<file path="src/hw/link_ctrl_map.vh">
// Purpose: register indices, field positions, reset values of the link control bank
// Assumes: byte address on the bus is four times the register index
// Notes: definitions only
`ifndef LINK_CTRL_MAP_VH
`define LINK_CTRL_MAP_VH

// register indices
`define IDX_EQ_READBACK 8'h3b
`define IDX_LINK_ERR 8'h41
`define IDX_FAST_BC 8'h43
`define IDX_EQ_MANUAL 8'h44
`define IDX_EQ_FLOOR 8'h45
`define IDX_VIDEO_MODE 8'h49
`define IDX_AUX_CTRL 8'h60
`define IDX_LINK_STATUS 8'h61

// link error register fields
`define ERR_EN_BIT 4
`define ERR_THR_RST 4'h3

// fast back-channel fields
`define BC_DRIVE_BIT 4
`define BC_POL_BIT 3
`define BC_MODE_NORMAL 3'h0
`define BC_MODE_GPIO1 3'h1
`define BC_MODE_GPIO2 3'h2
`define BC_MODE_GPIO4 3'h3
`define BC_MODE_FWD_SPI 3'h6
`define BC_MODE_REV_SPI 3'h7

// equalizer manual fields
`define EQ_S1_RST 3'h3
`define EQ_S2_RST 3'h0
`define EQ_BYP_RST 1'h0
`define EQ_FLOOR_RST 4'h8

// video output mode fields
`define VM_STRAP_BIT 7
`define VM_OVR_BIT 6
`define VM_REG_BIT 5
`define ARR_DUAL 2'h0
`define ARR_SWAP 2'h1
`define ARR_SINGLE 2'h2
`define ARR_REPLICA 2'h3

// aux control fields
`define AUX_PORT_BIT 0
`define AUX_FLOOR_BIT 1

// cycles after reset release before the synchronised strap is caught
`define STRAP_WAIT 2'h3

`endif

</file>
<file path="src/hw/link_control_register_bank.v">
// Purpose: configuration and status bank of a serial video link receiver, APB slave
// Assumes: pixel clock is pclk; link error flags and eq values arrive on pclk
// Notes: strap, chip select and spi pins are asynchronous and pass two flops
`timescale 1ns/1ps
`include "link_ctrl_map.vh"

module link_control_register_bank (
    input wire pclk,
    input wire presetn,
    input wire psel,
    input wire penable,
    input wire pwrite,
    input wire [11:0] paddr,
    input wire [31:0] pwdata,
    input wire [3:0] pstrb,
    output reg [31:0] prdata,
    output wire pready,
    output wire pslverr,
    input wire word_valid,
    input wire embedded_clock_bit_first_err,
    input wire embedded_clock_bit_second_err,
    input wire data_control_field_err,
    input wire lock_acquired,
    output reg link_locked,
    input wire [5:0] eq_adaptive_first_port,
    input wire [5:0] eq_adaptive_second_port,
    output reg [5:0] eq_apply_first_port,
    output reg [5:0] eq_apply_second_port,
    output reg [3:0] floor_first_port,
    output reg [3:0] floor_second_port,
    output reg floor_enable,
    output reg [2:0] fast_backchannel_mode,
    output reg forward_spi_active,
    output reg reverse_spi_active,
    output reg [2:0] fast_gpio_count,
    input wire spi_cs_n,
    input wire spi_sclk,
    input wire spi_pico,
    input wire reverse_tx_bit,
    output reg peripheral_out_data,
    output wire peripheral_out_oe_n,
    output reg launch_strobe,
    output reg sample_strobe,
    output reg sampled_bit,
    input wire [2:0] strap_pin_zero,
    input wire strap_bitmap,
    output reg [1:0] video_output_arrangement,
    output reg bitmap_select
);

    // register state
    reg err_count_en;
    reg [3:0] err_threshold;
    reg [3:0] err_count;
    reg peripheral_out_drive_mode;
    reg spi_edge_polarity;
    reg [2:0] bc_mode;
    reg [2:0] eq_first_stage_manual [0:1];
    reg [2:0] eq_second_stage_manual [0:1];
    reg auto_equalizer_bypass [0:1];
    reg [3:0] equalizer_start_floor [0:1];
    reg second_port_select;
    reg equalizer_floor;
    reg strap_sensed;
    reg bitmap_override;
    reg bitmap_reg_bit;
    reg [1:0] arrangement;
    reg [1:0] strap_wait;
    // synchronisers: stage one is read only by stage two
    reg [2:0] strap_s1, strap_s2;
    reg map_s1, map_s2;
    reg cs_s1, cs_s2;
    reg sclk_s1, sclk_s2, sclk_d;
    reg pico_s1, pico_s2;

    wire [7:0] idx = paddr[9:2];
    wire aligned = (paddr[1:0] == 2'h0) && (paddr[11:10] == 2'h0);
    wire sel = second_port_select;
    reg hit;
    wire wr = psel && penable && pwrite && pstrb[0] && hit;
    wire [7:0] wd = pwdata[7:0];

    // applied equalizer setting of one port
    function [5:0] eq_setting;
        input byp;
        input [2:0] s1;
        input [2:0] s2;
        input [5:0] adaptive;
        begin
            eq_setting = byp ? {s2, s1} : adaptive;
        end
    endfunction

    // fast gpio lanes carried by a back-channel mode
    function [2:0] gpio_lanes;
        input [2:0] mode;
        begin
            case (mode)
                `BC_MODE_GPIO1: gpio_lanes = 3'h1;
                `BC_MODE_GPIO2: gpio_lanes = 3'h2;
                `BC_MODE_GPIO4: gpio_lanes = 3'h4;
                default: gpio_lanes = 3'h0;
            endcase
        end
    endfunction

    // address decode; unmapped indices answer with an error
    always @* begin
        case (idx)
            `IDX_EQ_READBACK, `IDX_LINK_ERR, `IDX_FAST_BC, `IDX_EQ_MANUAL,
            `IDX_EQ_FLOOR, `IDX_VIDEO_MODE, `IDX_AUX_CTRL,
            `IDX_LINK_STATUS: hit = aligned;
            default: hit = 1'b0;
        endcase
    end

    // zero wait: read data is prepared in the setup cycle
    assign pready = 1'b1;
    assign pslverr = psel && penable && !hit;

    // read data latched in the setup phase so it stands through access
    always @(posedge pclk or negedge presetn) begin
        if (!presetn) begin
            prdata <= 32'h0;
        end else if (psel && !penable) begin
            prdata <= 32'h0;
            if (hit && !pwrite) begin
                case (idx)
                    `IDX_EQ_READBACK: prdata[5:0] <= sel ? eq_apply_second_port
                                                       : eq_apply_first_port;
                    `IDX_LINK_ERR: prdata[4:0] <= {err_count_en, err_threshold};
                    `IDX_FAST_BC: prdata[4:0] <= {peripheral_out_drive_mode,
                                                  spi_edge_polarity, bc_mode};
                    `IDX_EQ_MANUAL: prdata[7:0] <= {eq_first_stage_manual[sel], 1'b0,
                                                    eq_second_stage_manual[sel],
                                                    auto_equalizer_bypass[sel]};
                    `IDX_EQ_FLOOR: prdata[3:0] <= equalizer_start_floor[0];
                    `IDX_VIDEO_MODE: prdata[7:0] <= {strap_sensed, bitmap_override,
                                                     bitmap_reg_bit, 3'h0, arrangement};
                    `IDX_AUX_CTRL: prdata[1:0] <= {equalizer_floor, second_port_select};
                    `IDX_LINK_STATUS: prdata[7:0] <= {err_count, 3'h0, link_locked};
                    default: prdata <= 32'h0;
                endcase
            end
        end
    end

    // two-flop synchronisers for every pin input
    always @(posedge pclk or negedge presetn) begin
        if (!presetn) begin
            strap_s1 <= 3'h0;
            strap_s2 <= 3'h0;
            map_s1 <= 1'b0;
            map_s2 <= 1'b0;
            cs_s1 <= 1'b1;
            cs_s2 <= 1'b1;
            sclk_s1 <= 1'b0;
            sclk_s2 <= 1'b0;
            sclk_d <= 1'b0;
            pico_s1 <= 1'b0;
            pico_s2 <= 1'b0;
        end else begin
            strap_s1 <= strap_pin_zero;
            strap_s2 <= strap_s1;
            map_s1 <= strap_bitmap;
            map_s2 <= map_s1;
            cs_s1 <= spi_cs_n;
            cs_s2 <= cs_s1;
            sclk_s1 <= spi_sclk;
            sclk_s2 <= sclk_s1;
            sclk_d <= sclk_s2;
            pico_s1 <= spi_pico;
            pico_s2 <= pico_s1;
        end
    end

    // software registers; strap capture overrides a write in its one cycle
    always @(posedge pclk or negedge presetn) begin
        if (!presetn) begin
            err_count_en <= 1'b0;
            err_threshold <= `ERR_THR_RST;
            peripheral_out_drive_mode <= 1'b0;
            spi_edge_polarity <= 1'b0;
            bc_mode <= `BC_MODE_NORMAL;
            eq_first_stage_manual[0] <= `EQ_S1_RST;
            eq_first_stage_manual[1] <= `EQ_S1_RST;
            eq_second_stage_manual[0] <= `EQ_S2_RST;
            eq_second_stage_manual[1] <= `EQ_S2_RST;
            auto_equalizer_bypass[0] <= `EQ_BYP_RST;
            auto_equalizer_bypass[1] <= `EQ_BYP_RST;
            equalizer_start_floor[0] <= `EQ_FLOOR_RST;
            equalizer_start_floor[1] <= `EQ_FLOOR_RST;
            second_port_select <= 1'b0;
            equalizer_floor <= 1'b0;
            bitmap_override <= 1'b0;
            bitmap_reg_bit <= 1'b0;
            strap_sensed <= 1'b0;
            arrangement <= `ARR_DUAL;
            strap_wait <= 2'h0;
        end else begin
            if (wr) begin
                case (idx)
                    `IDX_LINK_ERR: begin
                        err_count_en <= wd[`ERR_EN_BIT];
                        err_threshold <= wd[3:0];
                    end
                    `IDX_FAST_BC: begin
                        peripheral_out_drive_mode <= wd[`BC_DRIVE_BIT];
                        spi_edge_polarity <= wd[`BC_POL_BIT];
                        bc_mode <= wd[2:0];
                    end
                    `IDX_EQ_MANUAL: begin
                        eq_first_stage_manual[sel] <= wd[7:5];
                        eq_second_stage_manual[sel] <= wd[3:1];
                        auto_equalizer_bypass[sel] <= wd[0];
                    end
                    `IDX_EQ_FLOOR: equalizer_start_floor[sel] <= wd[3:0];
                    `IDX_VIDEO_MODE: begin
                        bitmap_override <= wd[`VM_OVR_BIT];
                        bitmap_reg_bit <= wd[`VM_REG_BIT];
                        arrangement <= wd[1:0];
                    end
                    `IDX_AUX_CTRL: begin
                        second_port_select <= wd[`AUX_PORT_BIT];
                        equalizer_floor <= wd[`AUX_FLOOR_BIT];
                    end
                    default: ;
                endcase
            end
            // strap is caught once the synchroniser has filled after release
            if (strap_wait != `STRAP_WAIT) begin
                strap_wait <= strap_wait + 2'h1;
                if (strap_wait == `STRAP_WAIT - 2'h1) begin
                    // low two bits give the arrangement
                    arrangement <= strap_s2[1:0];
                    strap_sensed <= map_s2;
                end
            end
        end
    end

    // link error counter on the pixel clock
    wire word_err = word_valid && (embedded_clock_bit_first_err ||
        embedded_clock_bit_second_err || data_control_field_err);
    wire [4:0] count_inc = {1'b0, err_count} + 5'h1;
    always @(posedge pclk or negedge presetn) begin
        if (!presetn) begin
            err_count <= 4'h0;
            link_locked <= 1'b0;
        end else if (lock_acquired) begin
            err_count <= 4'h0;
            link_locked <= 1'b1;
        end else if (link_locked && word_err) begin
            // both clock bits and control field
            if (!err_count_en) begin
                link_locked <= 1'b0;
                err_count <= 4'h0;
            end else if (count_inc >= {1'b0, err_threshold}) begin
                link_locked <= 1'b0;
                err_count <= 4'h0;
            end else begin
                err_count <= count_inc[3:0];
            end
        end
    end

    // reverse spi drive: driven always, or only while chip select is low
    wire rev_mode = (bc_mode == `BC_MODE_REV_SPI);
    assign peripheral_out_oe_n = !(rev_mode && (!peripheral_out_drive_mode || !cs_s2));

    // launch and sample edges follow polarity
    wire rise = sclk_s2 && !sclk_d;
    wire fall = !sclk_s2 && sclk_d;
    wire launch_edge = spi_edge_polarity ? rise : fall;
    wire sample_edge = spi_edge_polarity ? fall : rise;
    always @(posedge pclk or negedge presetn) begin
        if (!presetn) begin
            peripheral_out_data <= 1'b0;
            launch_strobe <= 1'b0;
            sample_strobe <= 1'b0;
            sampled_bit <= 1'b0;
        end else begin
            launch_strobe <= launch_edge && !cs_s2;
            sample_strobe <= sample_edge && !cs_s2;
            if (launch_edge && !cs_s2) begin
                peripheral_out_data <= reverse_tx_bit;
            end
            if (sample_edge && !cs_s2) begin
                sampled_bit <= pico_s2;
            end
        end
    end

    // registered outputs steering the link, equalizers and video path
    always @(posedge pclk or negedge presetn) begin
        if (!presetn) begin
            eq_apply_first_port <= 6'h0;
            eq_apply_second_port <= 6'h0;
            floor_first_port <= `EQ_FLOOR_RST;
            floor_second_port <= `EQ_FLOOR_RST;
            floor_enable <= 1'b0;
            fast_backchannel_mode <= `BC_MODE_NORMAL;
            forward_spi_active <= 1'b0;
            reverse_spi_active <= 1'b0;
            fast_gpio_count <= 3'h0;
            video_output_arrangement <= `ARR_DUAL;
            bitmap_select <= 1'b0;
        end else begin
            eq_apply_first_port <= eq_setting(auto_equalizer_bypass[0],
                eq_first_stage_manual[0], eq_second_stage_manual[0],
                eq_adaptive_first_port);
            eq_apply_second_port <= eq_setting(auto_equalizer_bypass[1],
                eq_first_stage_manual[1], eq_second_stage_manual[1],
                eq_adaptive_second_port);
            // floor seed for the adaptive loop
            floor_first_port <= equalizer_start_floor[0];
            floor_second_port <= equalizer_start_floor[1];
            floor_enable <= equalizer_floor;
            fast_backchannel_mode <= bc_mode;
            forward_spi_active <= (bc_mode == `BC_MODE_FWD_SPI);
            reverse_spi_active <= rev_mode;
            fast_gpio_count <= gpio_lanes(bc_mode);
            video_output_arrangement <= arrangement;
            bitmap_select <= bitmap_override ? bitmap_reg_bit : strap_sensed;
        end
    end

endmodule // link_control_register_bank

</file>
<file path="config.mk">
export PLATFORM = sky130hd
export DESIGN_NAME = link_control_register_bank
export DESIGN_NICKNAME = d
export VERILOG_FILES = /design/src/hw/link_control_register_bank.v
export VERILOG_INCLUDE_DIRS = /design/src /design/src/hw
export SDC_FILE = /design/constraint.sdc
export NUM_CORES = 1
export LEC_CHECK = 0
export BUFFER_PORTS_ARGS = -buffer_cell sky130_fd_sc_hd__buf_2
export CAP_MARGIN = 20
export CORE_MARGIN = 2
export CORE_UTILIZATION = 55
export CTS_CLUSTER_DIAMETER = 100
export DETAILED_ROUTE_END_ITERATION = 8
export HOLD_SLACK_MARGIN = 0.12
export PLACE_DENSITY = 0.86
export REMOVE_ABC_BUFFERS = 1
export SLEW_MARGIN = 20
export SYNTH_ARGS = -nofsm -noshare
export SYNTH_HDL_FRONTEND = slang
export SYNTH_SLANG_ARGS = --single-unit
</file>
<file path="constraint.sdc">
create_clock -name pclk -period 3.4 [get_ports pclk]
set_input_delay 0.68 -clock pclk [delete_from_list [all_inputs] [get_ports pclk]]
set_output_delay 0.68 -clock pclk [all_outputs]
set_load 0.01 [all_outputs]
</file>
# After elaboration in Yosys (flattened, before gate mapping)
# Index checks and enable logic that the tools add are counted.
op_classes:
  n_bitwise: 1
  n_mux: 45
  addsub: 2
  n_div: 0
  n_eq_ne: 16
  n_mul: 0
  shifts: 0
  reduce_logical: 39
  magnitude_cmp: 3
op_table:
  columns: ["cell", "n"]
  rows:
  - ["8-bit by 7-bit equality test with 1-bit output, second input constant", 7]
  - ["3-bit two-way mux", 7]
  - ["4-bit two-way mux", 5]
  - ["6-bit two-way mux", 3]
  - ["1-bit logical AND", 16]
  - ["2-bit one-hot mux with 8 select lines", 1]
  - ["2-bit AND reduction", 8]
  - ["6-bit bitwise mux", 2]
  - ["1-bit two-way mux", 12]
  - ["2-bit one-hot mux with 5 select lines", 1]
  - ["3-bit one-hot mux with 3 select lines", 1]
  - ["8-bit bitwise mux", 1]
  - ["8-bit by 6-bit equality test with 1-bit output, second input constant", 1]
  - ["1-bit logical NOT", 8]
  - ["2-bit two-way mux", 4]
  - ["8-bit two-way mux", 1]
  - ["1-bit one-hot mux with 4 select lines", 2]
  - ["8-bit OR reduction", 1]
  - ["3-bit by 2-bit equality test with 1-bit output, second input constant", 2]
  - ["3-bit equality test, second input constant", 2]
  - ["2-bit one-hot mux with 3 select lines", 1]
  - ["4-bit by 1-bit adder with 5-bit output, second input constant", 1]
  - ["5-bit by 4-bit greater-or-equal comparator with 1-bit output", 1]
  - ["4-bit demux with 1-bit select", 1]
  - ["14 further kinds", 17]
totals:
  rom_bits: 0
  input_bits: 78
  n_memories: 0
  register_bits: 127
  output_inout_bits: 72
  word_cells: 155
  ram_bits: 0
  latchBits: 0

# Logic depth before layout (Yosys ltp)
# Gate-level depths: netlist (run 1).
depth:
  word_depth: 7
  depth_mapped: 9

# Worst setup path after synthesis (run 1)
# OpenSTA, ideal clock, no wires.
synth_timing:
  path_kind: "in2reg"
  startpoint: "input paddr[6]"
  endpoint: "register auto_equalizer_bypass[1] (netlist name)"
  slack_ps: 845
  path_stages: 8
  arrival_time_ps: 2430
  path_cell_list: "or4b_4 -> a2bb2o_4 -> a221o_1 -> and2_1 -> buf_4 -> and3_1 -> buf_4 -> mux2_4"
synth_between:
  elab_chain_cells: 5
synth_rtl:
  columns: ["item", "line_no", "source"]
  rows:
  - ["start, declared", "link_control_register_bank.v:13", "input wire [11:0] paddr,"]
  - ["8-bit by 7-bit equality test with 1-bit output, or another cell as far along", "link_control_register_bank.v:109", "case (idx)"]
  - ["8-bit OR reduction", "link_control_register_bank.v:109", null]
  - ["1-bit two-way mux", "link_control_register_bank.v:109", null]
  - ["1-bit logical AND", "link_control_register_bank.v:80", "wire wr = psel && penable && pwrite && pstrb[0] && hit;"]
  - ["2-bit AND reduction (no source line) (*)", null, null]
  - ["end signal, assigned by index", "link_control_register_bank.v:215", "auto_equalizer_bypass[sel] <= wd[0];"]
  - ["end, declared", "link_control_register_bank.v:60", "reg auto_equalizer_bypass [0:1];"]
# Mark *: on every way between the ends. The rest lies on a longest branch, timed or not.
# A chain may end at the register's enable or synchronous reset.

# Worst setup path after layout (run 1)
layout_timing:
  startpoint: "input paddr[4]"
  endpoint: "output pslverr"
layout_between:
  elab_chain_cells: 5
layout_rtl:
  columns: ["item", "line_no", "source"]
  rows:
  - ["8-bit by 7-bit equality test with 1-bit output or 8-bit by 6-bit equality test with 1-bit output (tied branches)", "link_control_register_bank.v:109", null]
  - ["8-bit OR reduction (*)", "link_control_register_bank.v:109", null]
  - ["1-bit two-way mux (*)", "link_control_register_bank.v:109", null]
  - ["1-bit logical NOT (*)", "link_control_register_bank.v:119", "assign pslverr = psel && penable && !hit;"]
  - ["1-bit logical AND (*)", "link_control_register_bank.v:119", null]
  - ["end, declared", "link_control_register_bank.v:18", "output wire pslverr,"]
# Marks and branches as above.

==> impl_metrics.json, run 1 <==
{
  "final-seq-area_um2": 2590,
  "rsz0062_at_grt": "false",
  "holdCritPathClass": "input pin to asynchronous set/reset pin",
  "slew_viol_final": 0,
  "die_y_um": 95.7,
  "async_flop_share_pct": 100,
  "ys_seq_area_share_pct": 56.0,
  "cts_hold_buf": 0,
  "dp_hpwl_um": 7410,
  "dp_slack_ns": 0.451,
  "cts_sinks": 103,
  "ant_nets": 0,
  "rr_worst_depth": 7,
  "dp_cells": 564,
  "fillCellCount": 623,
  "viasPerCell": 5.39,
  "wl_per_cell_um": 17.0,
  "postCtsSetupRepairBufs": 0,
  "status": "finished clean",
  "final_cells": 580,
  "powerDensity_nw_per_um2": 415,
  "synth.distinct_cells": 52,
  "fin_tns_setup_ns": 0,
  "cap_violations": 0,
  "area_delta_synth_final_pct": 15.8,
  "cts-root-buf": "clkbuf_8",
  "gp_congestion": 0.924,
  "crit_required_ns": 2.72,
  "period_needed_ns": 2.74,
  "rows": 33,
  "synthFlopType": "dfrtp_1",
  "ys_warn_count": 0,
  "grt_pass1_wl_um": 15200,
  "num_vias": 3125,
  "syn_area_um2": 4630,
  "synth_seq_cells": 103,
  "worstSetupStartpointType": "input pin",
  "ir_drop_mv": 0.279,
  "port_buffers": 96,
  "grt_start_max_net_pins": 40,
  "skew_ns": 0.00953,
  "hold_viol": 0,
  "drtPass1Iterations": 4,
  "nNetsFinal": 555,
  "start_util_pct": 56.6,
  "finalWirelength_um": 9870,
  "dieArea_um2": 9160,
  "p_leak_nw": 2.62,
  "synth_edf_count": 0,
  "path_clk_slew_ns": 0.11,
  "fp.dieW_um": 95.7,
  "path_class": "input pin to output port",
  "cts_buffer_depth": 2,
  "setup_viol": 0,
  "numCtsBuffers": 9,
  "arrival_ns": 2.06,
  "slew_headroom_pct": 55.3,
  "critPathCaptureType": "output port",
  "multi_input_area_um2": 1850,
  "path_max_fanout": 12,
  "antenna_cells": 0,
  "setup_ws_ns": 0.662,
  "grt_overflow_total": 0,
  "track_usage_pct": 22.4,
  "synthCells": 369,
  "core-area_um2": 8180,
  "post-route-period-util_pct": 80.5,
  "clkLatencyLatePin_ns": 0.37,
  "worst_pin_slew_ns": 0.670,
  "antenna_found_initial": 0,
  "tritoncts": "built",
  "h-tree-depth": 3,
  "cts_resized": 0,
  "drive_gt1_share_pct": 41.9,
  "pin_count": 150,
  "postSynthAreaPerCell_um2": 12.5,
  "drc": 0,
  "max_freq_mhz": 365,
  "drt_iter0_markers": 201,
  "grt_pass1_vias": 2957
}
-- state kept, by name, summed over array words and instances, names as in the netlist, 6 cells and up --
name                    count
prdata                      8
eq_second_stage_manual      6
eq_apply_first_port         6
eq_apply_second_port        6
equalizer_start_floor       8
eq_first_stage_manual       6
-- cells in the mapped netlist (all sizes together) (3+ instances only) --
| library cell | count | area (µm²) |
|---|---|---|
| nand2b | 5 | 31.3 |
| nand2 | 27 | 101 |
| a221oi | 5 | 43.8 |
| mux2i | 10 | 100 |
| and3 | 3 | 18.8 |
| nand3b | 4 | 33.8 |
| a21oi | 10 | 50.1 |
| nor2 | 13 | 48.8 |
| nor3b | 4 | 30.0 |
| nor2b | 3 | 18.8 |
| o21ai | 19 | 95.1 |
| dfstp | 12 | 315 |
| mux2 | 57 | 668 |
| a21o | 3 | 22.5 |
| inv | 10 | 37.5 |
| nor3 | 4 | 20.0 |
| dfrtp | 91 | 2280 |
| clkbuf | 5 | 18.8 |
| buf | 31 | 220 |
| a32o | 3 | 30.0 |
| a22oi | 3 | 22.5 |
| nand3 | 8 | 50.1 |
| ha | 7 | 87.6 |
-- layer usage --
metal | track usage [%] | part of all wire [%] | vias up
li1 | - | - | 1456
met3 | 4.07 | 5.6 | 16
met5 | 0 | 0 | -
met2 | 34.2 | 46 | 126
met1 | 32.5 | 46 | 1527
met4 | 7.74 | 2.1 | 0
-- per-stage QoR --
| stage | area (µm²) | total power [mW] | hold slack, ns | utilization (%) |
|---|---|---|---|---|
| after floorplan | 4480 | 1.35 | 0.331 | - |
| after global placement | 5140 | 1.44 | 0.332 | 62.9 |
| after detailed placement | 5140 | 1.44 | 0.336 | 62.9 |
| after global routing | 5360 | 2.31 | 0.271 | 65.5 |
| final | 5360 | 2.22 | 0.245 | 65.5 |
| after CTS | 5360 | 2.24 | 0.251 | 65.5 |
-- critical path, stage by stage --
cell      delay, ns
buf_2          0.25
nand3b_2       0.24
a2bb2o_4       0.22
a221o_1        0.35
a21oi_1        0.17
buf_2          0.15
-- cell type report --
| class | count | share of cell area (%) |
|---|---|---|
| Sequential cell | 103 | 48.4 |
| Tap cell | 105 | 2.45 |
| Timing Repair Buffer | 103 | 9.99 |
| Clock buffer | 9 | 2.31 |
| Multi-Input combinational cell | 243 | 34.4 |
| Clock inverter | 7 | 1.73 |
| Inverter | 10 | 0.700 |
-- power by group --
part           internal, mW  switching, mW  total [mW]
logic                0.0601         0.0970       0.157
clock network         0.357          0.444       0.802
registers              1.25         0.0133        1.26
-- cells in the final DEF (no fill, tap or decap), drive strengths merged, types with 2 or more instances in the layout --
cell,count
nor3,4
a21oi,10
a31oi,2
mux2i,10
inv,12
and3,3
a211oi,2
a22oi,3
nor4,2
a32o,3
and4,2
nand3,8
a221oi,5
a21o,3
conb,25
a221o,2
nand3b,4
mux2,57
or3b,2
nor2b,3
ha,7
o21ai,19
xnor2,2
clkbuf,9
buf,103
and2,2
nand2b,5
clkinv,2
nor2,13
dfstp,12
nand2,27
nor3b,4
clkinvlp,2
dfrtp,91
-- final timing paths --
check	startpoint	end	slack, ns
max	paddr[4]	pslverr	0.66
min	presetn	floor_second_port[0]$_DFF_PN0_	0.25
max reg2reg	err_count[0]$_DFFE_PN0P_	err_count[2]$_DFFE_PN0P_	1.26
min reg2reg	map_s1$_DFF_PN0_	map_s2$_DFF_PN0_	0.36
max in group asynchronous	presetn	floor_first_port[3]$_DFF_PN1_	2.32
min in group pclk	map_s1$_DFF_PN0_	map_s2$_DFF_PN0_	0.36
-- kinds of logic (layout without fill, tap and decap cells) --
logic type,Yosys count,count (layout),share of synthesized area (%)
AOI/OAI and AO/OA,56,56,8.33
xor gates and xnor gates,3,3,0.568
adders and majority gates,7,7,1.89
buffers and inverters,46,129,5.97
DFF,103,103,56.0
muxes,67,67,16.6
other,2,25,0.162
and+or+nand+nor,85,85,10.5
(Power assumes the default switching activity.)
==> run 2, diff against run 1 <==
--- a/config.mk
+++ b/config.mk
@@ -9,11 +9,11 @@
 export BUFFER_PORTS_ARGS = -buffer_cell sky130_fd_sc_hd__buf_2
 export CAP_MARGIN = 20
 export CORE_MARGIN = 2
-export CORE_UTILIZATION = 55
+export CORE_UTILIZATION = 46
 export CTS_CLUSTER_DIAMETER = 100
 export DETAILED_ROUTE_END_ITERATION = 8
 export HOLD_SLACK_MARGIN = 0.12
-export PLACE_DENSITY = 0.86
+export PLACE_DENSITY = 0.76
 export REMOVE_ABC_BUFFERS = 1
 export SLEW_MARGIN = 20
 export SYNTH_ARGS = -nofsm -noshare
==> constraint.sdc (replaced) <==
create_clock -name pclk -period 2.3 [get_ports pclk]
set_input_delay 0.46 -clock pclk [delete_from_list [all_inputs] [get_ports pclk]]
set_output_delay 0.46 -clock pclk [all_outputs]
set_load 0.01 [all_outputs]
==> run 2 against run 1 <==
Worst setup slack worse by 0.62 ns. Combinational power up 61%. Non-clock buffer count up 26. Die area up 19%. Total power up 42%. Final cell count up 9.3%. Routed wire length up 6.1%. Global-route usage down 2.3 points.
==> impl_metrics.json, run 2 (synthesis results as in run 1) <==
{
  "status": "finished clean",
  "tritoncts": "built",
  "top_regs": "equalizer_start_floor (8), prdata (8)",
  "ant_nets": 0,
  "final_common_cell": "buf_2",
  "dp_hpwl_um": 7910,
  "critPathMaxStageDelay_ns": 0.54,
  "antenna_cells": 0,
  "path_class": "input pin to output port",
  "layout_common_cells": "buf_2, dfrtp_1, mux2_2",
  "area_delta_synth_final_pct": 20.8,
  "port_buffers": 96,
  "skew_ns": 0.0110,
  "ir_drop_mv": 0.379,
  "finalWirelength_um": 10500,
  "holdCritPathClass": "input pin to flip-flop",
  "wl_per_cell_um": 16.5,
  "cp_slowest_cell": "or4b_4",
  "cts-root-buf": "clkbuf_8",
  "max_freq_mhz": 443,
  "clkLatencyLatePin_ns": 0.36,
  "postCtsSetupRepairBufs": 0,
  "rsz0062_at_grt": "false",
  "rows": 36,
  "critical_path_buf_inv_count": 2,
  "arrival_ns": 1.80,
  "worstSetupStartpointType": "input pin",
  "drtPass1Iterations": 6,
  "die_y_um": 104,
  "path_clk_slew_ns": 0.10,
  "antenna_found_initial": 0,
  "core-area_um2": 9770,
  "h-tree-depth": 3,
  "cap_violations": 0,
  "path_max_fanout": 3,
  "num_vias": 3295,
  "drt_iter0_markers": 238,
  "cts_sinks": 103,
  "p_leak_nw": 2.74,
  "track_usage_pct": 20.1,
  "nNetsFinal": 581,
  "grt_overflow_total": 0,
  "fin_util_pct": 57.2,
  "hold_viol": 0,
  "drive_gt1_share_pct": 45.1,
  "fin_tns_setup_ns": 0,
  "dieArea_um2": 10900,
  "crit_top_cell": "buf_2",
  "pin_count": 150,
  "gp_congestion": 0.876,
  "r2r_slack_ns": 0.20,
  "start_util_pct": 47.4,
  "grt_pass1_wl_um": 17200,
  "drc": 0,
  "grt_pass1_vias": 3335,
  "viasPerCell": 5.20,
  "setup_viol": 0,
  "powerDensity_nw_per_um2": 566,
  "cts_buffer_depth": 2,
  "cp_top_family": "compound AO/OA/AOI/OAI gates",
  "crit_required_ns": 1.84,
  "fp.dieW_um": 104,
  "grt_start_max_net_pins": 50,
  "crit_chain": "buf_2 > or4b_4 > a2bb2o_4 > a221o_1 > a21oi_1 > buf_2",
  "critPathCaptureType": "output port",
  "period_needed_ns": 2.26,
  "post-route-period-util_pct": 98.2,
  "slew_viol_final": 0,
  "numCtsBuffers": 9
}
-- run 2: cell count changes in the layout (fill, tap and decap cells not counted), sizes merged --
cell	previous run	this run
buf	103	128
clkinv	2	0
dlygate4sd3	0	1
bufinv	1	0
clkinvlp	2	3
clkbuf	9	11
-- run 2: power breakdown --
part | internal (mW) | switching [mW]
combinational | 0.105 | 0.148
sequential | 1.85 | 0.0207
clock | 0.431 | 0.612
-- run 2: final timing paths --
check	start	cells after the start	end
worst max-delay path	paddr[9]	6	pslverr
worst min-delay path	strap_pin_zero[1]	1	strap_s1[1]$_DFF_PN0_
worst max register to register	err_count[1]$_DFFE_PN0P_	7	link_locked$_DFFE_PN0P_
worst min register to register	strap_s1[0]$_DFF_PN0_	0	strap_s2[0]$_DFF_PN0_
max in group asynchronous	presetn	3	cs_s2$_DFF_PN1_
min in group asynchronous	presetn	2	floor_second_port[2]$_DFF_PN0_
-- run 2: through the flow --
step	setup WS (ns)	hold WS (ns)	std cells	area, µm²	power [mW]
final	0.0407	0.190	634	5590	3.17
after detailed placement	-0.258	0.335	618	5400	2.16
after global routing	0.00596	0.172	634	5590	3.30
after floorplan	-0.159	0.164	356	4480	1.99
after global placement	-0.203	0.333	618	5400	2.15
after CTS	0.0492	0.181	634	5590	3.19
-- run 2: timing repair --
item | CTS | global route
hold buffers | 1 | 0
resized for setup | 1 | 2
endpoints found under the hold margin | 24 | 0
setup endpoints to repair | 1 | 9
pin swaps | 1 | 2
-- run 2: layer usage --
layer | vias to the layer above | track usage (%) | share of wire (%)
li1 | 1519 | - | -
met1 | 1634 | 26.9 | 44
met2 | 132 | 32.9 | 48
met3 | 10 | 4.51 | 6.7
met4 | 0 | 5.89 | 1.2
met5 | - | 0 | 0
-- run 2: layout make-up --
cell class	count	area (µm²)
Timing Repair Buffer	129	758
Fill cell	853	4190
Sequential cell	103	2590
Clock inverter	5	40.0
Multi-Input combinational cell	243	1850
Clock buffer	11	141
Inverter	10	37.5
Tap cell	133	166
==> run 3, diff against run 2 <==
--- a/config.mk
+++ b/config.mk
@@ -9,11 +9,11 @@
 export BUFFER_PORTS_ARGS = -buffer_cell sky130_fd_sc_hd__buf_2
 export CAP_MARGIN = 20
 export CORE_MARGIN = 2
-export CORE_UTILIZATION = 46
+export CORE_UTILIZATION = 55
 export CTS_CLUSTER_DIAMETER = 100
 export DETAILED_ROUTE_END_ITERATION = 8
 export HOLD_SLACK_MARGIN = 0.12
-export PLACE_DENSITY = 0.76
+export PLACE_DENSITY = 0.86
 export REMOVE_ABC_BUFFERS = 1
 export SLEW_MARGIN = 20
 export SYNTH_ARGS = -nofsm -noshare
==> constraint.sdc (replaced) <==
create_clock -name pclk -period 2.75 [get_ports pclk]
set_input_delay 0.55 -clock pclk [delete_from_list [all_inputs] [get_ports pclk]]
set_output_delay 0.55 -clock pclk [all_outputs]
set_load 0.01 [all_outputs]
==> run 3 against run 2 <==
Utilization up 9.3 points. Worst setup slack better by 0.30 ns. Via count down 3.5%. Worst hold slack better by 0.084 ns. Final cell count down 7.4%. Sequential share of layout area up 1.3 points.
==> impl_metrics.json, run 3 (synthesis results as in run 1) <==
{
  "gp_congestion": 0.921,
  "skew_ns": 0.0157,
  "critPathCaptureType": "output port",
  "hold_end": "cs_s1$_DFF_PN1_",
  "worstHoldPathCells": 1,
  "worst_pin_slew_ns": 0.641,
  "cap_violations": 0,
  "wl_per_cell_um": 17.0,
  "path_clk_slew_ns": 0.10,
  "grt_pass1_wl_um": 15900,
  "drc": 0,
  "die_y_um": 95.7,
  "port_buffers": 96,
  "status": "finished clean",
  "drt_iter0_markers": 175,
  "power_mw": 2.75,
  "holdCritPathClass": "input pin to flip-flop",
  "h-tree-depth": 3,
  "drtPass1Iterations": 4,
  "rr_worst_depth": 7,
  "top_regs": "equalizer_start_floor (8), prdata (8)",
  "cts-root-buf": "clkbuf_8",
  "tritoncts": "built",
  "antenna_found_initial": 0,
  "reg2reg_to": "err_count[2]$_DFFE_PN0P_",
  "max_freq_mhz": 416,
  "slew_viol_final": 0,
  "ir_drop_mv": 0.356,
  "post-route-period-util_pct": 87.5,
  "nNetsFinal": 562,
  "ant_nets": 0,
  "fin_tns_setup_ns": 0,
  "drive_gt1_share_pct": 42.3,
  "period_needed_ns": 2.41,
  "cts_buffer_depth": 2,
  "start_util_pct": 56.6,
  "cts_sinks": 103,
  "regToRegStartpoint": "err_count[0]$_DFFE_PN0P_",
  "num_vias": 3181,
  "numCtsBuffers": 9,
  "r2r_slack_ns": 0.58,
  "track_usage_pct": 23.3,
  "grt_overflow_total": 0,
  "dp_hpwl_um": 7420,
  "p_leak_nw": 2.66,
  "crit_required_ns": 2.20,
  "powerDensity_nw_per_um2": 506,
  "holdCritStartpoint": "spi_cs_n",
  "finalWirelength_um": 9990,
  "viasPerCell": 5.42,
  "core-area_um2": 8180,
  "fillCellCount": 625,
  "path_class": "input pin to output port",
  "worstSetupStartpointType": "input pin",
  "dp_cells": 570,
  "clkLatencyLatePin_ns": 0.36,
  "rsz0062_at_grt": "false",
  "arrival_ns": 1.86,
  "pin_count": 150,
  "final_cells": 587,
  "area_delta_synth_final_pct": 17.5,
  "grt_pass1_vias": 3103,
  "grt_start_max_net_pins": 103,
  "antenna_cells": 0,
  "cts_resized": 0,
  "rows": 33,
  "layout_common_cells": "buf_2, dfrtp_1, mux2_2",
  "holdWs_ns": 0.274,
  "fp.dieW_um": 95.7,
  "path_max_fanout": 4,
  "setup_viol": 0,
  "dieArea_um2": 9160,
  "hold_viol": 0,
  "slew_headroom_pct": 57.3,
  "final_common_cell": "buf_2"
}
-- run 3: where the power goes --
| group | leakage (nW) | switching, mW | internal, mW |
|---|---|---|---|
| Sequential | 1.31 | 0.0165 | 1.55 |
| Clock | 0.108 | 0.539 | 0.447 |
| Combinational | 1.25 | 0.121 | 0.0800 |
| Total | 2.66 | 0.676 | 2.07 |
-- run 3: metal layers --
layer	global-route usage (%)	share of wire, %
met4	9.40	1.8
met3	2.98	5.5
met5	0	0
met2	35.4	48
met1	34.3	45
-- run 3: through the flow --
stage | area (µm²) | setup WS (ns) | utilization (%)
global placement | 5210 | 0.0315 | 63.8
CTS | 5440 | 0.342 | 66.5
global route | 5440 | 0.277 | 66.5
floorplan | 4480 | 0.201 | -
detailed placement | 5210 | 0.0356 | 63.8
finish | 5440 | 0.345 | 66.5
-- run 3: repair_timing --
item / CTS / global route
endpoints found under the hold margin: 1 / 0
setup buffers: 0 / 0
hold buffers: 1 / 0
-- run 3: final cells by class --
cell class / count / area [µm²] / area share (%)
flip-flops and latches: 103 / 2590 / 47.7
multi-input cells: 243 / 1850 / 33.9
repair buffers: 110 / 616 / 11.3
well taps: 105 / 131 / 2.42
clock buffers: 10 / 128 / 2.35
clock inverters: 6 / 86.3 / 1.59
inverters: 10 / 37.5 / 0.690
-- run 3: worst max-delay path by stage --
stage	startpoint	slack, ns	cells after the start	endpoint
after detailed placement	paddr[6]	0.04	7	equalizer_start_floor[4]$_DFFE_PN0P_
final	paddr[6]	0.34	6	pslverr
after CTS	paddr[6]	0.34	6	pslverr
after floorplan	paddr[6]	0.20	6	auto_equalizer_bypass[1]$_DFFE_PN0P_
after global placement	paddr[6]	0.03	7	equalizer_start_floor[5]$_DFFE_PN0P_
after global routing	paddr[6]	0.28	6	pslverr
-- run 3: worst max-delay path: stages --
cell	delay, ns
buf_2	0.12
or4b_4	0.55
a2bb2o_4	0.23
a221o_1	0.17
a21oi_1	0.08
buf_2	0.16
